==> src/dpcc_pkg.sv <==
// dpcc_pkg: register indices, field layout, reset values and swing constants
// of the converter power and clock control register slice.
// assumes: byte address of a register is four times its index.
package dpcc_pkg;

  localparam int ADDR_W = 12;
  localparam int DATA_W = 32;
  localparam int IDX_W  = 10;
  localparam int REG_W  = 8;

  // register indices
  localparam logic [IDX_W-1:0] IDX_SYSREF_RX_CTRL   = 10'h084;
  localparam logic [IDX_W-1:0] IDX_NV_STARTUP_CTRL  = 10'h085;
  localparam logic [IDX_W-1:0] IDX_OBS_CLOCK_SWING  = 10'h08D;
  localparam logic [IDX_W-1:0] IDX_OBS_CLOCK_DRV_PD = 10'h08F;
  localparam logic [IDX_W-1:0] IDX_CONV_CHAN_PD     = 10'h090;

  // field positions
  localparam int SYNC_PD_BIT  = 0;
  localparam int FIELD_A_LSB  = 4;
  localparam int FIELD_A_W    = 3;
  localparam int BIT_B_POS    = 1;
  localparam int BIT_C_POS    = 0;
  localparam int SWING_W      = 5;
  localparam int DRV_OFF_BIT  = 0;
  localparam int CONV_CHANS   = 2;

  // reset values
  localparam logic                 RST_SYNC_PD  = 1'h0;
  localparam logic [FIELD_A_W-1:0] RST_FIELD_A  = 3'h1;
  localparam logic                 RST_BIT_B    = 1'h1;
  localparam logic                 RST_BIT_C    = 1'h1;
  localparam logic [SWING_W-1:0]   RST_SWING    = 5'h00;
  localparam logic                 RST_DRV_OFF  = 1'h0;
  localparam logic [CONV_CHANS-1:0] RST_CONV_PD = 2'h3;

  // driver level in millivolts
  localparam int LEVEL_W          = 12;
  localparam int SWING_BASE_MV    = 993;
  localparam int SWING_STEP_MV    = 77;
  localparam int SWING_INV_OFFSET = 20;
  localparam int SWING_INV_BIAS_MV = 1000;
  localparam int SWING_LAST_POS   = 9;
  localparam int SWING_LAST_CODE  = 19;
  localparam logic signed [LEVEL_W-1:0] RST_LEVEL_MV = 12'h3E1;

  // axi responses
  localparam logic [1:0] RESP_OKAY   = 2'h0;
  localparam logic [1:0] RESP_SLVERR = 2'h2;

endpackage

==> src/dpcc_swing_if.sv <==
// dpcc_swing_if: swing code from the register file to the level decoder.
// assumes: both ends share aclk.
`timescale 1ns/1ps
interface dpcc_swing_if;
  logic [dpcc_pkg::SWING_W-1:0]        code;
  logic signed [dpcc_pkg::LEVEL_W-1:0] level_mv;
  logic                                invert;

  modport regs (output code, input level_mv, input invert);
  modport dec  (input code, output level_mv, output invert);
endinterface

==> src/dpcc_swing_decode.sv <==
// dpcc_swing_decode: turns the swing code into a signed driver level.
// assumes: code is a registered value on aclk.
`timescale 1ns/1ps
module dpcc_swing_decode (
  input  wire logic  aclk,
  input  wire logic  aresetn,
  dpcc_swing_if.dec  sw
);

  function automatic logic signed [dpcc_pkg::LEVEL_W-1:0] level_of(
    input logic [dpcc_pkg::SWING_W-1:0] code
  );
    int c;
    int mv;
    c = int'(code);
    if (c > dpcc_pkg::SWING_LAST_CODE) begin
      c = dpcc_pkg::SWING_LAST_CODE;
    end
    if (c <= dpcc_pkg::SWING_LAST_POS) begin
      mv = dpcc_pkg::SWING_BASE_MV - c * dpcc_pkg::SWING_STEP_MV; // see RULE6
    end else begin
      mv = (dpcc_pkg::SWING_INV_OFFSET - c) * dpcc_pkg::SWING_STEP_MV
           - dpcc_pkg::SWING_INV_BIAS_MV; // see RULE7
    end
    return dpcc_pkg::LEVEL_W'(mv);
  endfunction

  logic signed [dpcc_pkg::LEVEL_W-1:0] next_level_mv;

  always_comb begin
    next_level_mv = level_of(sw.code);
  end

  always_ff @(posedge aclk) begin
    if (!aresetn) begin
      sw.level_mv <= dpcc_pkg::RST_LEVEL_MV;
    end else begin
      sw.level_mv <= next_level_mv;
    end
  end

  // negative level means the output clock is inverted
  always_ff @(posedge aclk) begin
    if (!aresetn) begin
      sw.invert <= 1'b0;
    end else begin
      sw.invert <= next_level_mv[dpcc_pkg::LEVEL_W-1]; // see RULE5
    end
  end

endmodule

==> src/dpcc_regs.sv <==
// dpcc_regs: axi4-lite register slice for sync receiver, start-up control,
// observation clock driver and converter channel power-down.
// assumes: one aclk, synchronous active-low reset, a well-behaved master.
//
// Overview of operation
// RULE1: one bit powers sync receiver on at 0, off at 1; subclass 0 sets it.
// RULE2: sync receiver power-down bit resets to 0, receiver active after reset.
// RULE3: host writes 1 to field a and bit b at start, 0 at end.
// RULE4: host drives bit c low at start, high at end; it resets to 1.
// RULE5: five-bit swing code resets to 0; negative swing inverts the clock.
// RULE6: codes 0 to 9 give 993 mV minus code times 77 mV.
// RULE7: codes 10 to 19 give (20 minus code) times 77 mV, less 1 V.
// RULE8: driver-off bit at 1 disables observation clock driver; resets to 0.
// RULE9: each converter channel has a power-down bit, 1 down, reset 1.
`timescale 1ns/1ps
module dpcc_regs #(
  parameter int ADDR_W = dpcc_pkg::ADDR_W
) (
  input  wire logic                                aclk,
  input  wire logic                                aresetn,
  input  wire logic [ADDR_W-1:0]                   s_axi_awaddr,
  input  wire logic [2:0]                          s_axi_awprot,
  input  wire logic                                s_axi_awvalid,
  output logic                                     s_axi_awready,
  input  wire logic [31:0]                         s_axi_wdata,
  input  wire logic [3:0]                          s_axi_wstrb,
  input  wire logic                                s_axi_wvalid,
  output logic                                     s_axi_wready,
  output logic [1:0]                               s_axi_bresp,
  output logic                                     s_axi_bvalid,
  input  wire logic                                s_axi_bready,
  input  wire logic [ADDR_W-1:0]                   s_axi_araddr,
  input  wire logic [2:0]                          s_axi_arprot,
  input  wire logic                                s_axi_arvalid,
  output logic                                     s_axi_arready,
  output logic [31:0]                              s_axi_rdata,
  output logic [1:0]                               s_axi_rresp,
  output logic                                     s_axi_rvalid,
  input  wire logic                                s_axi_rready,
  output logic                                     sync_receiver_power_down,
  output logic [dpcc_pkg::FIELD_A_W-1:0]           startup_ctrl_field_a,
  output logic                                     startup_ctrl_bit_b,
  output logic                                     startup_ctrl_bit_c,
  output logic [dpcc_pkg::SWING_W-1:0]             obs_clock_swing_code,
  output logic signed [dpcc_pkg::LEVEL_W-1:0]      obs_clock_level_mv,
  output logic                                     obs_clock_invert,
  output logic                                     obs_clock_driver_off,
  output logic                                     converter0_power_down,
  output logic                                     converter1_power_down
);

  localparam int IW = dpcc_pkg::IDX_W;

  logic [ADDR_W-1:0]              aw_addr;
  logic                           aw_held;
  logic [dpcc_pkg::REG_W-1:0]     w_data;
  logic                           w_lane0;
  logic                           w_held;
  logic                           wr_go;
  logic                           wr_sync;
  logic                           wr_startup;
  logic                           wr_swing;
  logic                           wr_drv_off;
  logic                           wr_conv;
  logic [IW-1:0]                  wr_idx;
  logic [IW-1:0]                  rd_idx;
  logic                           wr_hit;
  logic                           rd_hit;
  logic [dpcc_pkg::REG_W-1:0]     rd_byte;
  logic [dpcc_pkg::CONV_CHANS-1:0] conv_pd;
  dpcc_swing_if                   swing ();

  // ---- write channel ----
  assign wr_go  = aw_held && w_held && !s_axi_bvalid;
  assign wr_idx = IW'(aw_addr >> 2);
  assign rd_idx = IW'(s_axi_araddr >> 2);

  // one store strobe per register; lane 0 alone carries the byte
  assign wr_sync    = wr_go && w_lane0 && wr_idx == dpcc_pkg::IDX_SYSREF_RX_CTRL;
  assign wr_startup = wr_go && w_lane0 && wr_idx == dpcc_pkg::IDX_NV_STARTUP_CTRL;
  assign wr_swing   = wr_go && w_lane0 && wr_idx == dpcc_pkg::IDX_OBS_CLOCK_SWING;
  assign wr_drv_off = wr_go && w_lane0 && wr_idx == dpcc_pkg::IDX_OBS_CLOCK_DRV_PD;
  assign wr_conv    = wr_go && w_lane0 && wr_idx == dpcc_pkg::IDX_CONV_CHAN_PD;

  always_comb begin
    case (wr_idx)
      dpcc_pkg::IDX_SYSREF_RX_CTRL,
      dpcc_pkg::IDX_NV_STARTUP_CTRL,
      dpcc_pkg::IDX_OBS_CLOCK_SWING,
      dpcc_pkg::IDX_OBS_CLOCK_DRV_PD,
      dpcc_pkg::IDX_CONV_CHAN_PD: begin
        wr_hit = 1'b1;
      end
      default: begin
        wr_hit = 1'b0;
      end
    endcase
  end

  // address and data are taken independently, in either order
  always_ff @(posedge aclk) begin
    if (!aresetn) begin
      s_axi_awready <= 1'b0;
    end else if (s_axi_awready && s_axi_awvalid) begin
      s_axi_awready <= 1'b0;
    end else if (!aw_held && !s_axi_bvalid) begin
      s_axi_awready <= 1'b1;
    end
  end

  always_ff @(posedge aclk) begin
    if (!aresetn) begin
      aw_held <= 1'b0;
    end else if (s_axi_awready && s_axi_awvalid) begin
      aw_held <= 1'b1;
    end else if (wr_go) begin
      aw_held <= 1'b0;
    end
  end

  always_ff @(posedge aclk) begin
    if (!aresetn) begin
      aw_addr <= '0;
    end else if (s_axi_awready && s_axi_awvalid) begin
      aw_addr <= s_axi_awaddr;
    end
  end

  // ready stays low while a response is pending, so one write at a time
  always_ff @(posedge aclk) begin
    if (!aresetn) begin
      s_axi_wready <= 1'b0;
    end else if (s_axi_wready && s_axi_wvalid) begin
      s_axi_wready <= 1'b0;
    end else if (!w_held && !s_axi_bvalid) begin
      s_axi_wready <= 1'b1;
    end
  end

  always_ff @(posedge aclk) begin
    if (!aresetn) begin
      w_held <= 1'b0;
    end else if (s_axi_wready && s_axi_wvalid) begin
      w_held <= 1'b1;
    end else if (wr_go) begin
      w_held <= 1'b0;
    end
  end

  always_ff @(posedge aclk) begin
    if (!aresetn) begin
      w_data  <= '0;
      w_lane0 <= 1'b0;
    end else if (s_axi_wready && s_axi_wvalid) begin
      w_data  <= s_axi_wdata[dpcc_pkg::REG_W-1:0];
      w_lane0 <= s_axi_wstrb[0];
    end
  end

  always_ff @(posedge aclk) begin
    if (!aresetn) begin
      s_axi_bvalid <= 1'b0;
    end else if (wr_go) begin
      s_axi_bvalid <= 1'b1;
    end else if (s_axi_bready) begin
      s_axi_bvalid <= 1'b0;
    end
  end

  always_ff @(posedge aclk) begin
    if (!aresetn) begin
      s_axi_bresp <= dpcc_pkg::RESP_OKAY;
    end else if (wr_go) begin
      s_axi_bresp <= wr_hit ? dpcc_pkg::RESP_OKAY : dpcc_pkg::RESP_SLVERR;
    end
  end

  // ---- register storage ----
  always_ff @(posedge aclk) begin
    if (!aresetn) begin
      sync_receiver_power_down <= dpcc_pkg::RST_SYNC_PD; // see RULE2
    end else if (wr_sync) begin
      sync_receiver_power_down <= w_data[dpcc_pkg::SYNC_PD_BIT]; // see RULE1
    end
  end

  // start-up controls reset to 1: field a and bit b in their start state, bit c in its end state
  always_ff @(posedge aclk) begin
    if (!aresetn) begin
      startup_ctrl_field_a <= dpcc_pkg::RST_FIELD_A; // see RULE3
    end else if (wr_startup) begin
      startup_ctrl_field_a <= w_data[dpcc_pkg::FIELD_A_LSB +: dpcc_pkg::FIELD_A_W];
    end
  end

  always_ff @(posedge aclk) begin
    if (!aresetn) begin
      startup_ctrl_bit_b <= dpcc_pkg::RST_BIT_B; // see RULE3
    end else if (wr_startup) begin
      startup_ctrl_bit_b <= w_data[dpcc_pkg::BIT_B_POS];
    end
  end

  always_ff @(posedge aclk) begin
    if (!aresetn) begin
      startup_ctrl_bit_c <= dpcc_pkg::RST_BIT_C; // see RULE4
    end else if (wr_startup) begin
      startup_ctrl_bit_c <= w_data[dpcc_pkg::BIT_C_POS];
    end
  end

  always_ff @(posedge aclk) begin
    if (!aresetn) begin
      obs_clock_swing_code <= dpcc_pkg::RST_SWING; // see RULE5
    end else if (wr_swing) begin
      obs_clock_swing_code <= w_data[dpcc_pkg::SWING_W-1:0];
    end
  end

  always_ff @(posedge aclk) begin
    if (!aresetn) begin
      obs_clock_driver_off <= dpcc_pkg::RST_DRV_OFF; // see RULE8
    end else if (wr_drv_off) begin
      obs_clock_driver_off <= w_data[dpcc_pkg::DRV_OFF_BIT]; // see RULE8
    end
  end

  // one power-down flop per converter channel
  for (genvar ch = 0; ch < dpcc_pkg::CONV_CHANS; ch++) begin : g_conv
    always_ff @(posedge aclk) begin
      if (!aresetn) begin
        conv_pd[ch] <= dpcc_pkg::RST_CONV_PD[ch]; // see RULE9
      end else if (wr_conv) begin
        conv_pd[ch] <= w_data[ch]; // see RULE9
      end
    end
  end

  assign converter0_power_down = conv_pd[0];
  assign converter1_power_down = conv_pd[1];

  // ---- swing level decode ----
  assign swing.code = obs_clock_swing_code;

  dpcc_swing_decode u_dpcc_swing_decode (
    .aclk    (aclk),
    .aresetn (aresetn),
    .sw      (swing)
  );

  assign obs_clock_level_mv = swing.level_mv;
  assign obs_clock_invert   = swing.invert;

  // ---- read channel ----
  always_comb begin
    rd_byte = '0;
    rd_hit  = 1'b1;
    case (rd_idx)
      dpcc_pkg::IDX_SYSREF_RX_CTRL: begin
        rd_byte[dpcc_pkg::SYNC_PD_BIT] = sync_receiver_power_down;
      end
      dpcc_pkg::IDX_NV_STARTUP_CTRL: begin
        rd_byte[dpcc_pkg::FIELD_A_LSB +: dpcc_pkg::FIELD_A_W] = startup_ctrl_field_a;
        rd_byte[dpcc_pkg::BIT_B_POS] = startup_ctrl_bit_b;
        rd_byte[dpcc_pkg::BIT_C_POS] = startup_ctrl_bit_c;
      end
      dpcc_pkg::IDX_OBS_CLOCK_SWING: begin
        rd_byte[dpcc_pkg::SWING_W-1:0] = obs_clock_swing_code;
      end
      dpcc_pkg::IDX_OBS_CLOCK_DRV_PD: begin
        rd_byte[dpcc_pkg::DRV_OFF_BIT] = obs_clock_driver_off;
      end
      dpcc_pkg::IDX_CONV_CHAN_PD: begin
        rd_byte[dpcc_pkg::CONV_CHANS-1:0] = conv_pd;
      end
      default: begin
        rd_hit = 1'b0;
      end
    endcase
  end

  always_ff @(posedge aclk) begin
    if (!aresetn) begin
      s_axi_arready <= 1'b0;
    end else if (s_axi_arready && s_axi_arvalid) begin
      s_axi_arready <= 1'b0;
    end else if (!s_axi_rvalid) begin
      s_axi_arready <= 1'b1;
    end
  end

  always_ff @(posedge aclk) begin
    if (!aresetn) begin
      s_axi_rvalid <= 1'b0;
    end else if (s_axi_arready && s_axi_arvalid) begin
      s_axi_rvalid <= 1'b1;
    end else if (s_axi_rready) begin
      s_axi_rvalid <= 1'b0;
    end
  end

  // answer is captured at the address edge and held while rvalid stands
  always_ff @(posedge aclk) begin
    if (!aresetn) begin
      s_axi_rdata <= '0;
      s_axi_rresp <= dpcc_pkg::RESP_OKAY;
    end else if (s_axi_arready && s_axi_arvalid) begin
      s_axi_rdata <= {{(dpcc_pkg::DATA_W - dpcc_pkg::REG_W){1'b0}}, rd_byte};
      s_axi_rresp <= rd_hit ? dpcc_pkg::RESP_OKAY : dpcc_pkg::RESP_SLVERR;
    end
  end

endmodule

==> config.mk <==
export PLATFORM = sky130hd
export DESIGN_NAME = dpcc_regs
export DESIGN_NICKNAME = d
export VERILOG_FILES = /design/src/dpcc_pkg.sv /design/src/dpcc_swing_if.sv /design/src/dpcc_swing_decode.sv /design/src/dpcc_regs.sv
export SDC_FILE = /design/constraint.sdc
export NUM_CORES = 1
export LEC_CHECK = 0
export CORE_MARGIN = 5
export CORE_UTILIZATION = 64
export CTS_CLUSTER_DIAMETER = 40
export CTS_CLUSTER_SIZE = 28
export DETAILED_ROUTE_END_ITERATION = 12
export DONT_BUFFER_PORTS = 1
export HOLD_SLACK_MARGIN = 0.06
export MAX_ROUTING_LAYER = met4
export PLACE_DENSITY = 0.8
export SKIP_CTS_REPAIR_TIMING = 1
export SYNTH_ARGS = -nofsm -noshare
export SYNTH_HDL_FRONTEND = slang
export SYNTH_SLANG_ARGS = --single-unit
==> constraint.sdc <==
create_clock -name aclk -period 6.4 [get_ports aclk]
set_input_delay 0.32 -clock aclk [delete_from_list [all_inputs] [get_ports aclk]]
set_output_delay 0.32 -clock aclk [all_outputs]
set_load 0.05 [all_outputs]
==> results.md, run 1 <==
- Status: complete, no violations
- R2R setup slack: ~1.4 ns
- Critical Path RT: ~6.6 ns
- Leakage: 1.79 nW
- Fraction of registers with async set/reset: 0
- Synth cell count leaders: 65 x nand2_1, 60 x dfxtp_1, 47 x ha_1, 43 x inv_1, 31 x a21boi_0
- Remaining antenna violation count: 0
- Die area: approximately 0.0081 mm2
- Row count: 29
- CP endpoint kind: flip-flop
- Flop and latch count out of synthesis: 60
- Slew Viols, Final: 0
- I/O Buffers: 0
- Io pins: approximately 140
- Critical Path End: u_dpcc_swing_decode.sw.level_mv[10]
- First-pass GRT wire length: roughly 14000 um
- H-tree Lvls: 3
- Top Layer Used: met4
- Effective utilization at floorplan: 0.648
- Synth Flop Type: dfxtp_1
- Worst-skew pair later-pin latency: between 0.3 and 0.4 ns
- Setup TNS: 0 ns
- Placer Congestion: between 0.8 and 0.9
- EDFF count, synth: 0
- CTS Sinks: 60
- Distinct cells, synth: 51
- Worst EP arrival: about 5.3 ns
- Critical path class: flip-flop to flip-flop
- Final Hold Fails: 0
- Area Growth Syn to Fin: 4.49%
- Largest net degree at the start of global routing: 63
- Initial antenna violation count: 0
- Area leader, netlist: dfxtp_1
- Top-area cell type share of the netlist area: 0.295
- YS warnings: 0
- Fin crit period: between 5 and 6 ns
- Nets@finish: just over 600
- Worst setup path start: obs_clock_swing_code[2]
- DR DRC count: 0
- GR Util All Layers: 0.215
- Max capacitance violation total: 0
- Largest cells by area after synthesis: dfxtp_1 30%, ha_1 14%, nand2_1 6.0%, a21boi_0 5.7%, buf_4 5.2%
- Mean post-synth cell area: 8.43 um2
- Fin util: 0.677
- Core ar.: approximately 0.0063 mm2
- HPWL after DPL: 6490 um
- Via density: ~5.6
- Internal power: between 600 and 700 uW
- VDD IR max: between 0.0002 and 0.0003 V
- Worst r2r src: obs_clock_swing_code[2]
- HP Class: input port to flip-flop
- Critical Path Start Type: flip-flop
- CTS tree: done
- Switching fraction of total power: 0.270
- Part of the power in the clock network: 0.437
- Worst-case reg-to-reg path depth: 19
- Die height: 89.7 um
- First DRT Iteration DRCs: around 130
- Fraction of layout cells with a size suffix above 1: 0.0577
- R2r endpoint: u_dpcc_swing_decode.sw.level_mv[10]
- Wire per inst: approximately 15 um
- Worst Clk Skew: roughly 0.0081 ns
- Die width: ~90 um
- Antenna cells: 0
- Number of global-route vias before repair: around 3000
- Total grt overflow: 0
- Drt total wl: 8630 um
- Peak Freq: around 200 MHz
- Worst-path clk slew: about 0.070 ns
- Worst Path Max Fanout: 7
- Sw Pwr: between 200 and 250 uW
- Max-slew headroom: 0.371
- Syn Std Cell Area: 0.00407 mm2
- Metal2 WL: 4450 um
- Detailed Routing Iterations Pass 1: 4
- Most instantiated library cell after synthesis: nand2_1
- Period utilization: 0.787
- Worst Max-Slew Pin Slew: 0.942 ns
- Longest Clk Path Bufs: 2
- Post-Syn Instances: between 400 and 500
- Met3 wire len: between 400 and 500 um
- TritonCTS buffer count: 9
- Met1 wire length: about 3500 um
- Post-synthesis sequential area ratio: 0.295
- Comb power frac: 0.081
- Reg power frac: 0.482
- PwrDens: between 150 and 200 mW/mm2
- Via count: approximately 3200
- Final setup vio count: 0
- Root Driver: clkbuf_8
- Unrepaired setup endpoints after global routing: no
==> layout make-up <==
type	count	area [um2]
repair buffers	7	57.6
clock buffers	10	128
clock inverters	6	87.6
multi-input cells	359	2520
well taps	77	96.3
inverters	43	161
flip-flops and latches	60	1200
fillers	528	2020
==> placed cells by master (no fill, tap or decap), types with 2 or more instances in the layout <==
master         instances
nand2_1               65
and4b_1                2
conb_1                27
and2_1                 5
o211a_1                2
nor2_1                19
clkbuf_8               9
inv_1                 43
or2_2                  3
xor2_1                 6
nand3b_1               2
a21o_1                 2
a211oi_1               3
dfxtp_1               60
bufinv_16              2
o31ai_1                2
buf_4                  5
o21bai_1               3
a21oi_1               12
xnor2_1                8
nor3_1                12
clkinv_2               2
mux2i_1                8
a211o_1                2
nand2b_1               4
fa_1                   8
o22ai_1                2
nor3b_1                5
ha_1                  47
o21ai_0               22
dlygate4sd3_1          2
o21a_1                 7
nand3_1               19
nor2b_1               11
o211ai_1               3
a21boi_0              31
o31a_1                 2
==> metal layers <==
metal | global-route usage | vias up
met3 | 0.0543 | 19
met4 | 0.0693 | 0
met5 | - | -
met2 | 0.368 | 71
li1 | - | 1583
met1 | 0.243 | 1482
==> flip-flops by register name, indices dropped and copies added (netlist names) <==
register                         flops
u_dpcc_swing_decode.sw.level_mv     11
aw_addr                             10
s_axi_rdata                          7
w_data                               7
obs_clock_swing_code                 5
startup_ctrl_field_a                 3
aw_held                              1
converter0_power_down                1
converter1_power_down                1
obs_clock_driver_off                 1
s_axi_arready                        1
s_axi_awready                        1
s_axi_bresp                          1
s_axi_bvalid                         1
s_axi_rresp                          1
s_axi_rvalid                         1
s_axi_wready                         1
startup_ctrl_bit_b                   1
startup_ctrl_bit_c                   1
sync_receiver_power_down             1
u_dpcc_swing_decode.sw.invert        1
w_held                               1
w_lane0                              1
==> logic make-up (layout without fill, tap and decap cells) <==
logic type	Yosys count	after routing	share of synthesized area
xor+xnor	14	14	0.0301
other cells	1	27	0.000921
flops	60	60	0.295
compound gates	102	102	0.172
mux	9	9	0.0224
buf+inv	90	66	0.109
simple gates	152	152	0.186
fa+ha+maj	55	55	0.184
==> worst min-delay path by stage <==
stage	from	endpoint	slack [ns]	cells after the start
after floorplan	w_lane0	w_lane0	0.44	2
after global placement	aresetn	startup_ctrl_bit_c	0.39	1
after detailed placement	aresetn	u_dpcc_swing_decode.sw.level_mv[6]	0.39	1
after CTS	aresetn	startup_ctrl_bit_b	0.04	1
after global routing	aresetn	startup_ctrl_bit_c	0.07	1
final	aresetn	startup_ctrl_bit_c	0.07	1
==> power groups by stage <==
stage               clock network [mW]  logic, mW  registers, mW
floorplan                            0     0.0837          0.413
global placement                     0     0.0653          0.417
detailed placement                   0     0.0664          0.418
CTS                              0.378     0.0667          0.409
global route                     0.396     0.0740          0.411
finish                           0.371     0.0686          0.410
==> critical path: stages (launching register included) <==
cell and delay (ns):
dfxtp_1 0.31, o21a_1 0.21, or2_2 0.36, inv_1 0.16
ha_1 0.27, xnor2_1 0.22, inv_1 0.16, ha_1 0.32
ha_1 0.27, inv_1 0.05, fa_1 0.53, inv_1 0.04
ha_1 0.30, ha_1 0.25, fa_1 0.43, a211oi_1 0.33
o21bai_1 0.12, a21oi_1 0.18, xnor2_1 0.11, a32o_1 0.27
==> per-stage QoR <==
step	cell area [um2]	hold WS, ns	cells	power (mW)	setup slack [ns]
after floorplan	4170	0.440	509	0.497	1.38
after global placement	4020	0.389	544	0.483	1.44
after detailed placement	4020	0.392	544	0.484	1.38
after CTS	4230	0.0376	560	0.854	1.35
after global routing	4250	0.0679	562	0.881	1.06
final	4250	0.0713	562	0.850	1.36
Note: power is estimated with default switching activity, not from simulation.
==> run 2: changes to the inputs <==
==> constraint.sdc (replaced) <==
create_clock -name aclk -period 4.95 [get_ports aclk]
set_input_delay 0.2475 -clock aclk [delete_from_list [all_inputs] [get_ports aclk]]
set_output_delay 0.2475 -clock aclk [all_outputs]
set_load 0.05 [all_outputs]
==> results.md, run 2 (synthesized netlist as in run 1, its figures left out) <==
- HPWL after DPL: 6450 um (-0.49%)
- Slowest-stage cell, CP: fa_1
- Setup TNS: 0 ns (unchanged)
- Max FFs per register: 11 (unchanged)
- Worst-skew pair later-pin latency: 0.34 ns (about the same)
- Final Hold Fails: 0 (unchanged)
- Part of the power in the clock network: 0.410 (-0.027)
- Root Driver: clkbuf_8
- Final std cells w/o fill: 570 (+1.4%)
- Largest register by flop count: u_dpcc_swing_decode.sw.level_mv
- Critical Path Max Stage Delay: 0.54 ns (about the same)
- Fraction of layout cells with a size suffix above 1: 0.0771 (+0.0193)
- Area Growth Syn to Fin: 6.15%
- WHS: 0.0463 ns (-0.0250 ns)
- Io pins: 141 (unchanged)
- Largest net degree at the start of global routing: 63 (unchanged)
- Reg power frac: 0.499 (+0.017)
- Wire per inst: 15.9 um (+3.6%)
- TritonCTS buffer count: 9 (unchanged)
- Slew Viols, Final: 0 (unchanged)
- Core ar.: 0.00628 mm2 (unchanged)
- Via count: 3224 (+2.2%)
- Row count: 29 (unchanged)
- Comb power frac: 0.091 (+0.010)
- R2R setup slack: 0.21 ns (-1.15 ns)
- Max-slew headroom: 0.251 (-0.120)
- Placer Congestion: 0.905 (+4.2%)
- Final setup vio count: 0 (unchanged)
- Metal2 WL: 4790 um (+7.6%)
- Worst EP arrival: 4.97 ns (-0.30 ns)
- PwrDens: 245 mW/mm2 (+23%)
- Status: complete, no violations
- Fin crit period: 4.74 ns (-0.301 ns)
- Worst Path Max Fanout: 4 (-3)
- Longest Clk Path Bufs: 2 (unchanged)
- Hold Path Cell Cnt: 2 (+1)
- Unrepaired setup endpoints after global routing: no
- H-tree Lvls: 3 (unchanged)
- Leading registers by flop count: u_dpcc_swing_decode.sw.level_mv x11, aw_addr x10
- DR DRC count: 0 (unchanged)
- Fin util: 0.688 (+0.0108)
- Max capacitance violation total: 0 (unchanged)
- Switching fraction of total power: 0.291 (+0.0210)
- I/O Buffers: 0 (unchanged)
- Worst Clk Skew: 0.0108 ns (+0.00270 ns)
- Die width: 89.7 um (unchanged)
- VDD IR max: 0.000226 V (-12%)
- Critical path class: flip-flop to flip-flop
- Antenna cells: 0 (unchanged)
- Met3 wire len: 512 um (+21%)
- Worst Max-Slew Pin Slew: 1.12 ns (+0.177 ns)
- Critical Path Start Type: flip-flop
- Leakage: 1.81 nW (+1.5%)
- Leading cell type in the layout, fill and taps excluded: nand2_1
- HP Class: input port to flip-flop
- Period utilization: 0.957 (+0.170)
- Effective utilization at floorplan: 0.648 (unchanged)
- First-pass GRT wire length: 14100 um (-1.5%)
- Top Layer Used: met4
- Sw Pwr: 308 uW (+34%)
- Drt total wl: 9070 um (+5.1%)
- Number of global-route vias before repair: 3096 (+2.4%)
- Die height: 89.7 um (unchanged)
- Cell mode on critical path: ha_1
- Via density: 5.66 (+0.75%)
- CTS tree: done
- Met1 wire length: 3650 um (+3.3%)
- CTS Sinks: 60 (unchanged)
- Die area: 0.00805 mm2 (unchanged)
- Critical-path cell list: o21a_1, or2_2, inv_2, ha_4, xnor2_1, inv_1, ha_1, ha_1, inv_1, fa_1, inv_1, ha_1, ha_1, fa_1, a211oi_2, o21bai_1, a21oi_1, xnor2_1, a32o_1
- First DRT Iteration DRCs: 158 (+20%)
- Peak Freq: 211 MHz (+6.3%)
- Internal power: 751 uW (+21%)
- Total grt overflow: 0 (unchanged)
- Critical Path RT: 5.18 ns (-1.45 ns)
- Placed Cells incl. Taps: 547 (+0.55%)
- Nets@finish: 616 (+1.3%)
- Pwr Total: 1.06 mW (+25%)
- Initial antenna violation count: 0 (unchanged)
- Remaining antenna violation count: 0 (unchanged)
- Worst-path clk slew: 0.07 ns (about the same)
- Detailed Routing Iterations Pass 1: 4 (unchanged)
- Worst-case reg-to-reg path depth: 19 (unchanged)
- Commonest cells after routing, fill and taps aside: 65 x nand2_1, 59 x dfxtp_1, 46 x ha_1
- CP endpoint kind: flip-flop
- GR Util All Layers: 0.214 (-0.000451)
-- run 2: area by class of cell --
cell class                 count  area [um2]
multi-input combinational    359        2540
timing repair buffer          15         125
fill                         491        1960
tap                           77        96.3
inverter                      43         161
clock buffer                  10         128
clock inverter                 6        65.1
sequential                    60        1200
-- run 2: worst paths after layout --
kind                            from                                  end
max          obs_clock_swing_code[2]  u_dpcc_swing_decode.sw.level_mv[10]
min                          aresetn                        s_axi_arready
max reg2reg  obs_clock_swing_code[2]  u_dpcc_swing_decode.sw.level_mv[10]
min reg2reg                  w_lane0                              w_lane0
-- run 2: critical path: cells and delay by family (launching register included) --
kind	cells	cell delay, ns
DFF	1	0.31
xor gates and xnor gates	2	0.30
AOI/OAI and AO/OA	5	1.07
and+or+nand+nor	1	0.30
adders and majority gates	7	2.28
buffers and inverters	4	0.36
-- run 2: metrics by stage --
step | setup slack [ns] | instance area [um2]
5_1_grt | 0.00442 | 4320
6_report | 0.212 | 4320
3_3_place_gp | 0.0694 | 4040
3_5_place_dp | -0.00686 | 4040
4_1_cts | -0.0403 | 4230
2_1_floorplan | 0.0255 | 4170
-- run 2: power by group through the flow --
stage	Sequential (mW)	Clock (mW)	Combinational [mW]
after CTS	0.529	0.442	0.0863
final	0.529	0.435	0.0961
after detailed placement	0.540	0	0.0861
after floorplan	0.534	0	0.108
after global routing	0.531	0.460	0.103
after global placement	0.540	0	0.0846
-- run 2: layer usage --
metal / track usage / vias to the layer above
met5: - / -
met4: 0.0932 / 0
met3: 0.0492 / 12
met2: 0.367 / 95
met1: 0.236 / 1525
li1: - / 1592
==> run 3: changes to the inputs <==
--- a/config.mk
+++ b/config.mk
@@ -11,6 +11,7 @@
 export CTS_CLUSTER_SIZE = 28
 export DETAILED_ROUTE_END_ITERATION = 12
 export DONT_BUFFER_PORTS = 1
+export GPL_TIMING_DRIVEN = 0
 export HOLD_SLACK_MARGIN = 0.06
 export MAX_ROUTING_LAYER = met4
 export PLACE_DENSITY = 0.8
==> results.md, run 3 (synthesized netlist as in run 1, its figures left out) <==
- Part of the power in the clock network: 0.432 (+0.022)
- Nets@finish: 653 (+6.0%)
- Root Driver: clkbuf_8
- First DRT Iteration DRCs: 115 (-27%)
- Die width: 89.7 um (unchanged)
- Placed Area: 0.00427 mm2 (+5.5%)
- Worst Clk Skew: 0.0125 ns (+0.00173 ns)
- Worst EP arrival: 5.01 ns (+0.04 ns)
- Detailed Routing Iterations Pass 1: 4 (unchanged)
- CTS tree: done
- CP endpoint kind: flip-flop
- Max capacitance violation total: 0 (unchanged)
- Internal power: 830 uW (+11%)
- HPWL after DPL: 7370 um (+14%)
- Io pins: 141 (unchanged)
- Die area: 0.00805 mm2 (unchanged)
- Drt total wl: 9500 um (+4.7%)
- Remaining antenna violation count: 0 (unchanged)
- DR DRC count: 0 (unchanged)
- Longest Clk Path Bufs: 2 (unchanged)
- Met3 wire len: 647 um (+26%)
- Commonest cells after routing, fill and taps aside: 65 x nand2_1, 55 x dfxtp_1, 46 x ha_1
- Leading registers by flop count: u_dpcc_swing_decode.sw.level_mv x11, aw_addr x10
- Via density: 5.62 (-0.59%)
- GR Util All Layers: 0.243 (+0.0286)
- Critical Path Start Type: flip-flop
- H-tree Lvls: 3 (unchanged)
- Fraction of layout cells with a size suffix above 1: 0.125 (+0.0474)
- Sw Pwr: 315 uW (+2.1%)
- Reg power frac: 0.458 (-0.041)
- Critical Path RT: 5.19 ns (about the same)
- VDD IR max: 0.000253 V (+12%)
- Final Hold Fails: 0 (unchanged)
- Wire per inst: 15.6 um (-1.7%)
- Placer Congestion: 0.934 (+3.2%)
- Max-slew headroom: 0.562 (+0.311)
- First-pass GRT wire length: 15800 um (+12%)
- Switching fraction of total power: 0.275 (-0.0160)
- Critical path class: flip-flop to flip-flop
- TritonCTS buffer count: 9 (unchanged)
- Die height: 89.7 um (unchanged)
- Comb power frac: 0.109 (+0.018)
- CTS Sinks: 60 (unchanged)
- Fin crit period: 4.77 ns (+0.0345 ns)
- Design area: 0.00460 mm2 (+6.5%)
- I/O Buffers: 0 (unchanged)
- Final setup vio count: 0 (unchanged)
- Largest register by flop count: u_dpcc_swing_decode.sw.level_mv
- Status: complete, no violations
- Max FFs per register: 11 (unchanged)
- Leading cell type in the layout, fill and taps excluded: nand2_1
- Met1 wire length: 3600 um (-1.3%)
- Worst-skew pair later-pin latency: 0.35 ns (about the same)
- Effective utilization at floorplan: 0.648 (unchanged)
- Top Layer Used: met4
- Core ar.: 0.00628 mm2 (unchanged)
- Peak Freq: 210 MHz (-0.72%)
- Area Growth Syn to Fin: 13.1%
- Pwr Total: 1.15 mW (+8.1%)
- Initial antenna violation count: 0 (unchanged)
- Worst Max-Slew Pin Slew: 0.656 ns (-0.463 ns)
- Worst Path Max Fanout: 9 (+5)
- Worst-path clk slew: 0.08 ns (about the same)
- Metal2 WL: 5000 um (+4.6%)
- Antenna cells: 0 (unchanged)
- Number of global-route vias before repair: 3435 (+11%)
- PwrDens: 249 mW/mm2 (+1.5%)
- Row count: 29 (unchanged)
- Period utilization: 0.964 (+0.00697)
- Via count: 3413 (+5.9%)
- Leakage: 1.97 nW (+8.6%)
- Worst setup margin: 0.177 ns (-0.0345 ns)
- HP Class: input port to flip-flop
- Largest net degree at the start of global routing: 11 (-83%)
- Dpl ws: -0.592 ns (-0.585 ns)
- Slew Viols, Final: 0 (unchanged)
- Total grt overflow: 0 (unchanged)
- Setup TNS: 0 ns (unchanged)
run 3: power by group through the flow:
stage,Combinational [mW],Sequential (mW),Clock [mW]
detailed placement,0.122,0.537,0
CTS,0.122,0.527,0.496
global placement,0.120,0.537,0
finish,0.125,0.525,0.495
floorplan,0.108,0.534,0
global route,0.136,0.527,0.525
run 3: layout make-up:
| cell class | instances | area [um2] |
|---|---|---|
| inverter | 43 | 161 |
| multi-input combinational | 359 | 2580 |
| clock inverter | 4 | 72.6 |
| fill | 487 | 1680 |
| clock buffer | 12 | 145 |
| timing repair buffer | 5 | 45.0 |
| sequential | 60 | 1210 |
| tap | 77 | 96.3 |
| buffer | 47 | 290 |
run 3: path summary, 6_finish.rpt:
kind	startpoint	to	slack [ns]	cells past startpoint
max reg2reg	obs_clock_swing_code[4]	u_dpcc_swing_decode.sw.level_mv[10]	0.18	20
max	obs_clock_swing_code[4]	u_dpcc_swing_decode.sw.level_mv[10]	0.18	20
min	s_axi_awaddr[11]	aw_addr[11]	0.05	2
min reg2reg	w_data[2]	obs_clock_swing_code[2]	0.47	2
run 3: worst max-delay path, cell delays in order (launching register included):
cell	delay, ns
dfxtp_4	0.41
buf_6	0.16
o21a_1	0.13
or2_4	0.28
inv_2	0.12
ha_4	0.21
xnor2_4	0.15
inv_1	0.11
ha_1	0.31
ha_1	0.27
inv_1	0.05
fa_1	0.54
inv_1	0.05
ha_1	0.28
ha_1	0.25
fa_2	0.39
a211oi_2	0.25
o21bai_1	0.13
a21oi_1	0.18
xnor2_1	0.11
a32o_1	0.28
run 3: metal layers:
metal	global-route usage	vias up
met1	0.248	1605
met3	0.0735	23
li1	-	1674
met2	0.424	111
met4	0.111	0
met5	-	-
run 3: per-stage QoR:
step	instances	utilization	hold slack [ns]
4_1_cts	602	0.714	0.0428
5_1_grt	607	0.733	0.0642
6_report	607	0.733	0.0535
3_5_place_dp	586	0.679	0.404
3_3_place_gp	586	0.679	0.397
2_1_floorplan	509	-	0.392
